[src/logic/mch_pkg.sv]
// shared constants and types of the output coil request handler
package mch_pkg;

  // function codes served by the handler
  localparam logic [7:0] FC_WRITE_COIL = 8'h05;
  localparam logic [7:0] FC_PRESET_REG = 8'h06;
  localparam logic [7:0] FC_READ_EXC = 8'h07;
  localparam logic [7:0] FC_WRITE_COILS = 8'h0F;

  // exception flag position in the function code, and exception codes
  localparam int EXC_FLAG_BIT = 7;
  localparam logic [7:0] EXC_FLAG = 8'h80;
  localparam logic [7:0] EXC_ILLEGAL_FUNC = 8'h01;
  localparam logic [7:0] EXC_ILLEGAL_ADDR = 8'h02;
  localparam logic [7:0] EXC_ILLEGAL_VALUE = 8'h03;
  localparam logic [7:0] EXC_NONE = 8'h00;

  // coil values, address and quantity limits
  localparam logic [15:0] COIL_ON = 16'hFF00;
  localparam logic [15:0] COIL_OFF = 16'h0000;
  localparam logic [15:0] LAST_COIL = 16'h000F;
  localparam logic [15:0] PRESET_ADDR = 16'h0000;
  localparam logic [15:0] QTY_MIN = 16'h0001;
  localparam logic [15:0] QTY_MAX = 16'h0010;
  localparam logic [16:0] COIL_END = 17'h00010;

  // output width and reset value
  localparam int NUM_OUT = 16;
  localparam logic [15:0] OUT_RESET = 16'h0000;

  // request byte positions inside a frame
  localparam int POS_FC = 0;
  localparam int POS_ADDR_HI = 1;
  localparam int POS_ADDR_LO = 2;
  localparam int POS_VAL_HI = 3;
  localparam int POS_VAL_LO = 4;
  localparam int POS_BCOUNT = 5;
  localparam int POS_DATA0 = 6;
  localparam int POS_DATA1 = 7;

  // buffer sizes and frame lengths in bytes
  localparam int RX_BYTES = 8;
  localparam int RX_IDX_W = 3;
  localparam int TX_BYTES = 5;
  localparam logic [3:0] RX_CNT_MAX = 4'hF;
  localparam logic [3:0] LEN_FIXED = 4'h5;
  localparam logic [3:0] LEN_COILS_HDR = 4'h6;
  localparam logic [2:0] LEN_ECHO = 3'h5;
  localparam logic [2:0] LEN_EXC = 3'h2;
  localparam logic [2:0] LEN_STATUS = 3'h2;

  // slave request state machine, one-hot
  typedef enum logic [3:0] {
    ST_IDLE = 4'h1,
    ST_RECV = 4'h2,
    ST_EXEC = 4'h4,
    ST_SEND = 4'h8
  } mch_state_type;

endpackage

[src/logic/mch_resp_capture.sv]
// capture of response function code, exception code and status byte in master role
module mch_resp_capture (
  // clock and reset
  input wire logic clk,
  input wire logic rst,
  // response byte stream from the remote slave
  input wire logic mstValid,
  input wire logic [7:0] mstData,
  input wire logic mstLast,
  // destination slot named by the issuing command
  input wire logic [7:0] mstDestIndex,
  // kept results
  output logic [7:0] responseFunctionCodeQuery,
  output logic [7:0] responseExceptionCodeQuery,
  // destination array write
  output logic arrayWrite,
  output logic [7:0] arrayIndex,
  output logic [7:0] arrayData
);

  logic [1:0] byteIdx_reg, byteIdx_next; // position inside the response
  logic [7:0] func_reg, func_next; // last response function code
  logic [7:0] exc_reg, exc_next; // last exception code
  logic wr_reg, wr_next; // one-cycle array write strobe
  logic [7:0] idx_reg, idx_next; // array slot
  logic [7:0] dat_reg, dat_next; // array data

  // next-state logic of the capture
  always_comb begin
    byteIdx_next = byteIdx_reg;
    func_next = func_reg;
    exc_next = exc_reg;
    wr_next = 1'b0;
    idx_next = idx_reg;
    dat_next = dat_reg;
    if (mstValid) begin
      if (byteIdx_reg == 2'd0) begin
        // every response leaves its function code for query
        func_next = mstData;
        if (!mstData[mch_pkg::EXC_FLAG_BIT]) begin
          exc_next = mch_pkg::EXC_NONE; // normal answer clears the old code
        end
      end else if (byteIdx_reg == 2'd1) begin
        if (func_reg[mch_pkg::EXC_FLAG_BIT]) begin
          exc_next = mstData; // exception code kept
        end else if (func_reg == mch_pkg::FC_READ_EXC) begin
          // status byte goes to the named array slot
          wr_next = 1'b1;
          idx_next = mstDestIndex;
          dat_next = mstData;
        end
      end
      // saturate so long answers never wrap onto the code slot
      if (mstLast) begin
        byteIdx_next = 2'd0;
      end else if (byteIdx_reg != 2'd3) begin
        byteIdx_next = byteIdx_reg + 2'd1;
      end
    end
  end

  // registers of the capture
  always_ff @(posedge clk) begin
    if (rst) begin
      byteIdx_reg <= 2'd0;
      func_reg <= 8'h00;
      exc_reg <= 8'h00;
      wr_reg <= 1'b0;
      idx_reg <= 8'h00;
      dat_reg <= 8'h00;
    end else begin
      byteIdx_reg <= byteIdx_next;
      func_reg <= func_next;
      exc_reg <= exc_next;
      wr_reg <= wr_next;
      idx_reg <= idx_next;
      dat_reg <= dat_next;
    end
  end

  assign responseFunctionCodeQuery = func_reg;
  assign responseExceptionCodeQuery = exc_reg;
  assign arrayWrite = wr_reg;
  assign arrayIndex = idx_reg;
  assign arrayData = dat_reg;

endmodule // mch_resp_capture

[src/logic/mch_coil_handler.sv]
// request handler for the sixteen digital outputs, slave and master roles
module mch_coil_handler (
  // clock and reset
  input wire logic clk,
  input wire logic rst,
  // request byte stream from the remote master
  input wire logic reqValid,
  input wire logic [7:0] reqData,
  input wire logic reqLast,
  output logic reqReady,
  // response byte stream to the remote master
  output logic rspValid,
  output logic [7:0] rspData,
  output logic rspLast,
  input wire logic rspReady,
  // digital outputs
  output logic [15:0] digitalOut,
  output logic outputsUpdated,
  // response byte stream seen while this unit is master
  input wire logic mstValid,
  input wire logic [7:0] mstData,
  input wire logic mstLast,
  input wire logic [7:0] mstDestIndex,
  // master-role results
  output logic [7:0] responseFunctionCodeQuery,
  output logic [7:0] responseExceptionCodeQuery,
  output logic arrayWrite,
  output logic [7:0] arrayIndex,
  output logic [7:0] arrayData
);

  // request state
  mch_pkg::mch_state_type state_reg, state_next;
  logic [7:0] rxBuf_reg [mch_pkg::RX_BYTES]; // received request bytes
  logic [7:0] rxBuf_next [mch_pkg::RX_BYTES];
  logic [3:0] rxCount_reg, rxCount_next; // bytes seen, saturating
  // response state
  logic [7:0] txBuf_reg [mch_pkg::TX_BYTES]; // response shift buffer
  logic [7:0] txBuf_next [mch_pkg::TX_BYTES];
  logic [2:0] txLeft_reg, txLeft_next; // bytes still to send
  // output state
  logic [15:0] out_reg, out_next; // driven output levels
  logic upd_reg, upd_next; // one-cycle change strobe

  // frame handling in brief:
  //   idle and recv gather bytes until the marked last one arrives
  //   exec evaluates the whole frame once, in a single cycle
  //   send shifts the answer out, one byte per accepted beat
  // the request port stays closed from exec until the final answer byte
  // is taken, so a master that streams back to back only ever waits here
  // outputs and answer are loaded on the same edge; a consumer that sees
  // the first answer byte can trust the outputs already show the request
  // trade-off: no second frame is buffered while an answer is pending,
  // which keeps the storage small at the cost of some turnaround time

  // decoded request fields
  logic [7:0] reqFunc; // function code
  logic [15:0] reqAddr; // starting address
  logic [15:0] reqValue; // output value, register value or quantity
  logic [7:0] reqByteCount; // coil data byte count
  logic [15:0] coilBits; // packed coil data, first coil in bit 0
  logic [16:0] coilEnd; // start plus quantity
  logic [15:0] coilSel; // outputs reached by a multiple write
  logic [15:0] coilVal; // value for each reached output
  // fields come straight from the buffer slots; addresses and quantities
  // arrive high byte first, coil data low coil first

  // results of execution
  logic [7:0] execBuf [mch_pkg::TX_BYTES];
  logic [2:0] execLen; // response length in bytes
  logic [15:0] execOut; // output levels after the request
  logic execUpd; // outputs were written
  // exec results are combinational and only matter in the exec state

  assign reqFunc = rxBuf_reg[mch_pkg::POS_FC];
  assign reqAddr = {rxBuf_reg[mch_pkg::POS_ADDR_HI], rxBuf_reg[mch_pkg::POS_ADDR_LO]};
  assign reqValue = {rxBuf_reg[mch_pkg::POS_VAL_HI], rxBuf_reg[mch_pkg::POS_VAL_LO]};
  assign reqByteCount = rxBuf_reg[mch_pkg::POS_BCOUNT];
  // first data byte holds the lowest coils, lsb first
  assign coilBits = {rxBuf_reg[mch_pkg::POS_DATA1], rxBuf_reg[mch_pkg::POS_DATA0]};
  assign coilEnd = {1'b0, reqAddr} + {1'b0, reqValue};

  // the selection window is start up to start plus quantity minus one;
  // outputs outside it keep their level, so a partial write never
  // disturbs its neighbours; offs wraps below the window, which is
  // harmless because coilSel masks those outputs off
  // per-output selection for a multiple coil write
  for (genvar g = 0; g < mch_pkg::NUM_OUT; g++) begin : gen_coil
    logic [3:0] offs; // coil position inside the request data
    assign offs = 4'(g) - reqAddr[3:0];
    assign coilSel[g] = (17'(g) >= {1'b0, reqAddr}) && (17'(g) < coilEnd);
    assign coilVal[g] = coilBits[offs];
  end

  // execution of a complete request
  always_comb begin
    for (int i = 0; i < mch_pkg::TX_BYTES; i++) begin
      execBuf[i] = 8'h00;
    end
    execLen = mch_pkg::LEN_EXC;
    execOut = out_reg;
    execUpd = 1'b0;
    // every path below starts from the exception answer and no change
    // checks run in a fixed order: length, address, then value or quantity;
    // the first one that fails picks the code, so a short frame never
    // reaches the address test with stale buffer bytes
    // default answer is an exception, outputs untouched
    execBuf[0] = reqFunc | mch_pkg::EXC_FLAG;
    execBuf[1] = mch_pkg::EXC_ILLEGAL_FUNC;
    unique case (reqFunc)
      mch_pkg::FC_WRITE_COIL: begin
        // only the two exact coil codes act; anything else is refused
        if (rxCount_reg < mch_pkg::LEN_FIXED) begin
          execBuf[1] = mch_pkg::EXC_ILLEGAL_VALUE; // truncated frame
        end else if (reqAddr > mch_pkg::LAST_COIL) begin
          execBuf[1] = mch_pkg::EXC_ILLEGAL_ADDR;
        end else if (reqValue == mch_pkg::COIL_ON || reqValue == mch_pkg::COIL_OFF) begin
          // addressed output follows the value
          execOut[reqAddr[3:0]] = (reqValue == mch_pkg::COIL_ON);
          execUpd = 1'b1;
          for (int i = 0; i < mch_pkg::TX_BYTES; i++) begin
            execBuf[i] = rxBuf_reg[i]; // echo
          end
          execLen = mch_pkg::LEN_ECHO;
        end else begin
          execBuf[1] = mch_pkg::EXC_ILLEGAL_VALUE; // not a command, no change
        end
      end
      mch_pkg::FC_PRESET_REG: begin
        // all sixteen outputs are replaced together, never bit by bit
        if (rxCount_reg < mch_pkg::LEN_FIXED) begin
          execBuf[1] = mch_pkg::EXC_ILLEGAL_VALUE;
        end else if (reqAddr != mch_pkg::PRESET_ADDR) begin
          execBuf[1] = mch_pkg::EXC_ILLEGAL_ADDR;
        end else begin
          execOut = reqValue; // bit n drives output n
          execUpd = 1'b1;
          for (int i = 0; i < mch_pkg::TX_BYTES; i++) begin
            execBuf[i] = rxBuf_reg[i]; // echo
          end
          execLen = mch_pkg::LEN_ECHO;
        end
      end
      mch_pkg::FC_READ_EXC: begin
        // read only: a bare function code is already a complete request
        // limitation: outputs 8-15 are not reported by this answer
        // status answer carries outputs 0-7, lsb is output 0
        execBuf[0] = mch_pkg::FC_READ_EXC;
        execBuf[1] = out_reg[7:0];
        execLen = mch_pkg::LEN_STATUS;
      end
      mch_pkg::FC_WRITE_COILS: begin
        if (rxCount_reg < mch_pkg::LEN_COILS_HDR) begin
          execBuf[1] = mch_pkg::EXC_ILLEGAL_VALUE;
        end else if (reqAddr > mch_pkg::LAST_COIL) begin
          execBuf[1] = mch_pkg::EXC_ILLEGAL_ADDR;
        end else if (reqValue < mch_pkg::QTY_MIN || reqValue > mch_pkg::QTY_MAX
                     || coilEnd > mch_pkg::COIL_END) begin
          execBuf[1] = mch_pkg::EXC_ILLEGAL_ADDR;
          // quantity is bounded here, so the byte count sum below
          // cannot overflow its sixteen-bit width
        end else if (reqByteCount != 8'((reqValue + 16'h0007) >> 3)
                     || rxCount_reg < 4'(mch_pkg::LEN_COILS_HDR + reqByteCount[3:0])) begin
          // data missing or byte count not matching the quantity
          execBuf[1] = mch_pkg::EXC_ILLEGAL_VALUE;
        end else begin
          execOut = (out_reg & ~coilSel) | (coilVal & coilSel);
          execUpd = 1'b1;
          // function, start and quantity copied unchanged
          for (int i = 0; i < mch_pkg::TX_BYTES; i++) begin
            execBuf[i] = rxBuf_reg[i];
          end
          execLen = mch_pkg::LEN_ECHO;
        end
      end
      default: begin
        // codes outside the served set leave every output as it was
        execBuf[1] = mch_pkg::EXC_ILLEGAL_FUNC; // unsupported function
      end
    endcase
  end

  // the buffer is not cleared between frames; every field that is read
  // is guarded by the byte count, so leftovers from an earlier request
  // cannot leak into a shorter one
  // request and response sequencing
  always_comb begin
    state_next = state_reg;
    rxBuf_next = rxBuf_reg;
    rxCount_next = rxCount_reg;
    txBuf_next = txBuf_reg;
    txLeft_next = txLeft_reg;
    out_next = out_reg;
    upd_next = 1'b0;
    unique case (state_reg)
      mch_pkg::ST_IDLE, mch_pkg::ST_RECV: begin
        if (reqValid) begin
          // the count saturates so a runaway frame never wraps to a short length
          // bytes past the buffer are counted but dropped
          if (rxCount_reg < 4'(mch_pkg::RX_BYTES)) begin
            rxBuf_next[rxCount_reg[mch_pkg::RX_IDX_W-1:0]] = reqData;
          end
          if (rxCount_reg != mch_pkg::RX_CNT_MAX) begin
            rxCount_next = rxCount_reg + 4'h1;
          end
          state_next = reqLast ? mch_pkg::ST_EXEC : mch_pkg::ST_RECV;
        end
      end
      mch_pkg::ST_EXEC: begin
        // single-cycle evaluation keeps the answer latency fixed
        // outputs and answer change together, one cycle after the last byte
        out_next = execOut;
        upd_next = execUpd;
        txBuf_next = execBuf;
        txLeft_next = execLen;
        state_next = mch_pkg::ST_SEND;
      end
      mch_pkg::ST_SEND: begin
        // a stalled consumer simply holds the byte; nothing times out here
        // limitation: a master that never accepts keeps the request port shut
        if (rspReady) begin
          for (int i = 0; i < mch_pkg::TX_BYTES - 1; i++) begin
            txBuf_next[i] = txBuf_reg[i + 1];
          end
          txBuf_next[mch_pkg::TX_BYTES - 1] = 8'h00;
          txLeft_next = txLeft_reg - 3'h1;
          if (txLeft_reg == 3'h1) begin
            rxCount_next = 4'h0; // ready for the next request
            state_next = mch_pkg::ST_IDLE;
          end
        end
      end
    endcase
  end

  // reset returns the port to idle with outputs off; a frame cut by reset
  // is lost and no answer is sent for it
  // registers of the sequencer
  always_ff @(posedge clk) begin
    if (rst) begin
      state_reg <= mch_pkg::ST_IDLE;
      for (int i = 0; i < mch_pkg::RX_BYTES; i++) begin
        rxBuf_reg[i] <= 8'h00;
      end
      for (int i = 0; i < mch_pkg::TX_BYTES; i++) begin
        txBuf_reg[i] <= 8'h00;
      end
      rxCount_reg <= 4'h0;
      txLeft_reg <= 3'h0;
      out_reg <= mch_pkg::OUT_RESET;
      upd_reg <= 1'b0;
    end else begin
      state_reg <= state_next;
      rxBuf_reg <= rxBuf_next;
      txBuf_reg <= txBuf_next;
      rxCount_reg <= rxCount_next;
      txLeft_reg <= txLeft_next;
      out_reg <= out_next;
      upd_reg <= upd_next;
    end
  end

  // reqReady and rspValid are never high together, which keeps the
  // request and answer phases strictly apart for the far-side master
  // rspLast rides with the final byte only, taken from the byte counter
  // handshake outputs are decoded from state; data from flops
  assign reqReady = (state_reg == mch_pkg::ST_IDLE) || (state_reg == mch_pkg::ST_RECV);
  assign rspValid = (state_reg == mch_pkg::ST_SEND);
  assign rspData = txBuf_reg[0];
  assign rspLast = (state_reg == mch_pkg::ST_SEND) && (txLeft_reg == 3'h1);
  assign digitalOut = out_reg;
  assign outputsUpdated = upd_reg;

  // the capture is independent of the slave path above; it watches a
  // separate byte stream and shares only the clock and reset
  // master-role capture of returned codes and status data
  mch_resp_capture u_capture (
    .clk(clk),
    .rst(rst),
    .mstValid(mstValid),
    .mstData(mstData),
    .mstLast(mstLast),
    .mstDestIndex(mstDestIndex),
    .responseFunctionCodeQuery(responseFunctionCodeQuery),
    .responseExceptionCodeQuery(responseExceptionCodeQuery),
    .arrayWrite(arrayWrite),
    .arrayIndex(arrayIndex),
    .arrayData(arrayData)
  );

endmodule // mch_coil_handler

[config.mk]
export PLATFORM = sky130hd
export DESIGN_NAME = mch_coil_handler
export DESIGN_NICKNAME = d
export VERILOG_FILES = /design/src/logic/mch_pkg.sv /design/src/logic/mch_resp_capture.sv /design/src/logic/mch_coil_handler.sv
export SDC_FILE = /design/constraint.sdc
export NUM_CORES = 1
export LEC_CHECK = 0
export CORE_MARGIN = 3
export CORE_UTILIZATION = 25
export DETAILED_ROUTE_END_ITERATION = 6
export DONT_BUFFER_PORTS = 1
export GPL_ROUTABILITY_DRIVEN = 0
export GPL_TIMING_DRIVEN = 0
export PLACE_DENSITY = 0.46
export SYNTH_ARGS = -nofsm -noshare
export SYNTH_HDL_FRONTEND = slang
export SYNTH_SLANG_ARGS = --single-unit
export TNS_END_PERCENT = 50
[constraint.sdc]
create_clock -name clk -period 7.7 [get_ports clk]
set_input_delay 1.155 -clock clk [delete_from_list [all_inputs] [get_ports clk]]
set_output_delay 1.155 -clock clk [all_outputs]
set_load 0.005 [all_outputs]
==> impl_metrics.tcl <==
set metrics [dict create \
    viasPerCell 5.27 \
    hold_class "reg -> reg" \
    fin_util_pct 28.8 \
    hold_buffers 0 \
    num_antenna_cells 0 \
    synthTopCellsByCount "dfxtp_1 (167), nor2_1 (160), nand2_1 (135), mux2i_1 (102), a21oi_1 (82)" \
    yosysWarnings 0 \
    layout.cells.non_filler 1802 \
    ioPinCount 92 \
    grt_antenna_before_repair 1 \
    vdd_drop_max_mv 0.147 \
    synth_seq_cells 167 \
    cts_tree "built" \
    drt_iter0_drc 931 \
    grt_max_degree 18 \
    power.total_w 0.00201 \
    synthDistinctLibCells 83 \
    synth_edf_count 0 \
    synth_top_area_share_pct 32.5 \
    fmax_mhz 188 \
    hpwl_um 29100 \
    powerDensity_nw_per_um2 174 \
    postCtsSetupRepairBufs 0 \
    synthCells 1244 \
    end_kind "flop" \
    dp_cells 1770 \
    first_global_vias 9128 \
    met1_length_um 17800 \
    drv_slew 0 \
    syn_nets 1317 \
    async_flop_share_pct 0 \
    numCtsBuffers 17 \
    clk_latency_ns 0.45 \
    cts_root_buf "clkbuf_16" \
    yosys-top-cells-area "dfxtp_1 (32%), mux2i_1 (9.9%), nor2_1 (5.8%)" \
    die_height_um 209 \
    start_kind "flop" \
    vias 9504 \
    seqCellArea_um2 3340 \
    dieWidth_um 209 \
    core_um2 40200 \
    routed_wl_um 38800 \
    reg2reg_slack_ns 2.37 \
    start_util_pct 25.6 \
    post-route-period-util_pct 69.2 \
    grt_usage_pct 17.5 \
    top_layer "met4" \
    cts.sinks 167 \
    finalHoldViolCount 0 \
    cap_violations 0 \
    outcome "finished clean" \
    fin_skew_ns 0.0137 \
    multi_input_area_um2 6390 \
    wl_met3_um 2400 \
    clk_path_buf_depth 2 \
    avgSynthCellArea_um2 8.28 \
    nets 1337 \
    synthToLayoutAreaGrowth_pct 12.3 \
    cp_slowest_cell "buf_1" \
    ant_nets 0 \
    fillers 4407 \
    holdWs_ns 0.456 \
    fin_setup_tns_ns 0 \
    path_cells "buf_1 > inv_1 > fa_1 > nor2b_1 > o2111ai_1 > a21oi_1 > a31oi_1 > xnor2_1 > nor4_4 > a41o_1 > clkbuf_1 > nand4_1 > a211oi_1 > nor3_2" \
    port_buffers 0 \
    cp_max_fo 10 \
    largest_register_ffs 32 \
    h-tree-depth 4 \
    crit_path_max_incr_delay_ns 0.69 \
    min_period_ns 5.33 \
    synth_ff_type "dfxtp_1" \
    wl_per_cell_um 21.5 \
    worstPathRequired_ns 8.01 \
    grt_pass1_wl_um 58600 \
    firstDrtPassIters 5 \
    clk_pin_slew_ns 0.08 \
    cts_resized 0 \
    row_count 73 \
    yosysTopAreaCell "dfxtp_1" \
    setup_viol 0 \
    fp.dieArea_um2 43700 \
    wl_met2_um 17600 \
    layout-drive-gt1-share_pct 8.93 \
    yosysSeqAreaShare_pct 32.5 \
    crit_type "reg -> reg" \
    rsz0062_at_grt "false" \
    relSlewSlack_pct 30.7 \
    drc_errors 0 \
    arrival_ns 5.64 \
    synth.most_common_cell "dfxtp_1" \
    p_leak_nw 4.32 \
    syn_area_um2 10300 \
    tightest_slew_ns 1.03 \
    grt_overflow 0 \
]
[metal layers]
| metal | vias to the layer above | track usage, % |
|---|---|---|
| met4 | 0 | 5.91 |
| met1 | 4552 | 24.4 |
| met5 | - | 0 |
| li1 | 4541 | - |
| met2 | 360 | 27.4 |
| met3 | 51 | 3.14 |
[area by class of cell]
cell class | instances | share of cell area [%]
Multi-Input combinational cell | 940 | 55.2
Sequential cell | 167 | 28.9
Tap cell | 525 | 5.68
Buffer | 102 | 3.86
Clock buffer | 18 | 3.80
Clock inverter | 14 | 1.34
Inverter | 35 | 1.14
Timing Repair Buffer | 1 | 0.0649
[layout by cell type (no fill, tap or decap), types with 19 or more instances in the layout]
| master | instances |
|---|---|
| clkbuf_1 | 63 |
| ha_1 | 41 |
| nor2_1 | 160 |
| a21oi_1 | 82 |
| nand4_1 | 21 |
| a221oi_1 | 19 |
| o21ai_0 | 26 |
| inv_1 | 33 |
| mux2i_1 | 102 |
| nand3_1 | 45 |
| dfxtp_1 | 167 |
| nor3_1 | 33 |
| nand2_1 | 135 |
| a31oi_1 | 19 |
[worst max-delay path: cells and delay by family, from the launching register on]
family / cells / cell delay, ns
simple gates: 4 / 0.87
buf+inv: 3 / 1.47
compound gates: 5 / 1.43
fa+ha+maj: 1 / 0.55
xor+xnor: 1 / 0.18
flops: 1 / 0.67
[logic make-up (layout without fill, tap and decap cells)]
family,count (synthesis),in the layout,synth area share (%)
DFF,167,167,32.5
adders and majority gates,42,42,5.17
buffers and inverters,137,170,5.61
AOI/OAI and AO/OA,254,254,17.1
muxes,128,128,14.5
and+or+nand+nor,486,486,22.6
xor gates and xnor gates,30,30,2.55
[metrics by stage]
step           setup slack, ns  area [um2]
4_1_cts                   2.43       11600
6_report                  2.37       11600
2_1_floorplan             3.96       10300
3_3_place_gp              2.50       11000
3_5_place_dp              2.46       11000
5_1_grt                   2.05       11600
[worst paths after layout]
path	from	endpoint	cells after the start
worst min-delay path	txBuf_reg[21]	txBuf_reg[21]	2
worst min register to register	txBuf_reg[21]	txBuf_reg[21]	2
worst max-delay path	reqAddr[1]	digitalOut[7]	14
worst max register to register	reqAddr[1]	digitalOut[7]	14
[power breakdown]
part,internal [W],switching (W),leakage (nW)
sequential,0.000883,0.0000166,1.35
clock,0.000470,0.000427,0.297
combinational,0.0000652,0.000145,2.67
total,0.00142,0.000589,4.32
Note: power is estimated with default switching activity, not from simulation.
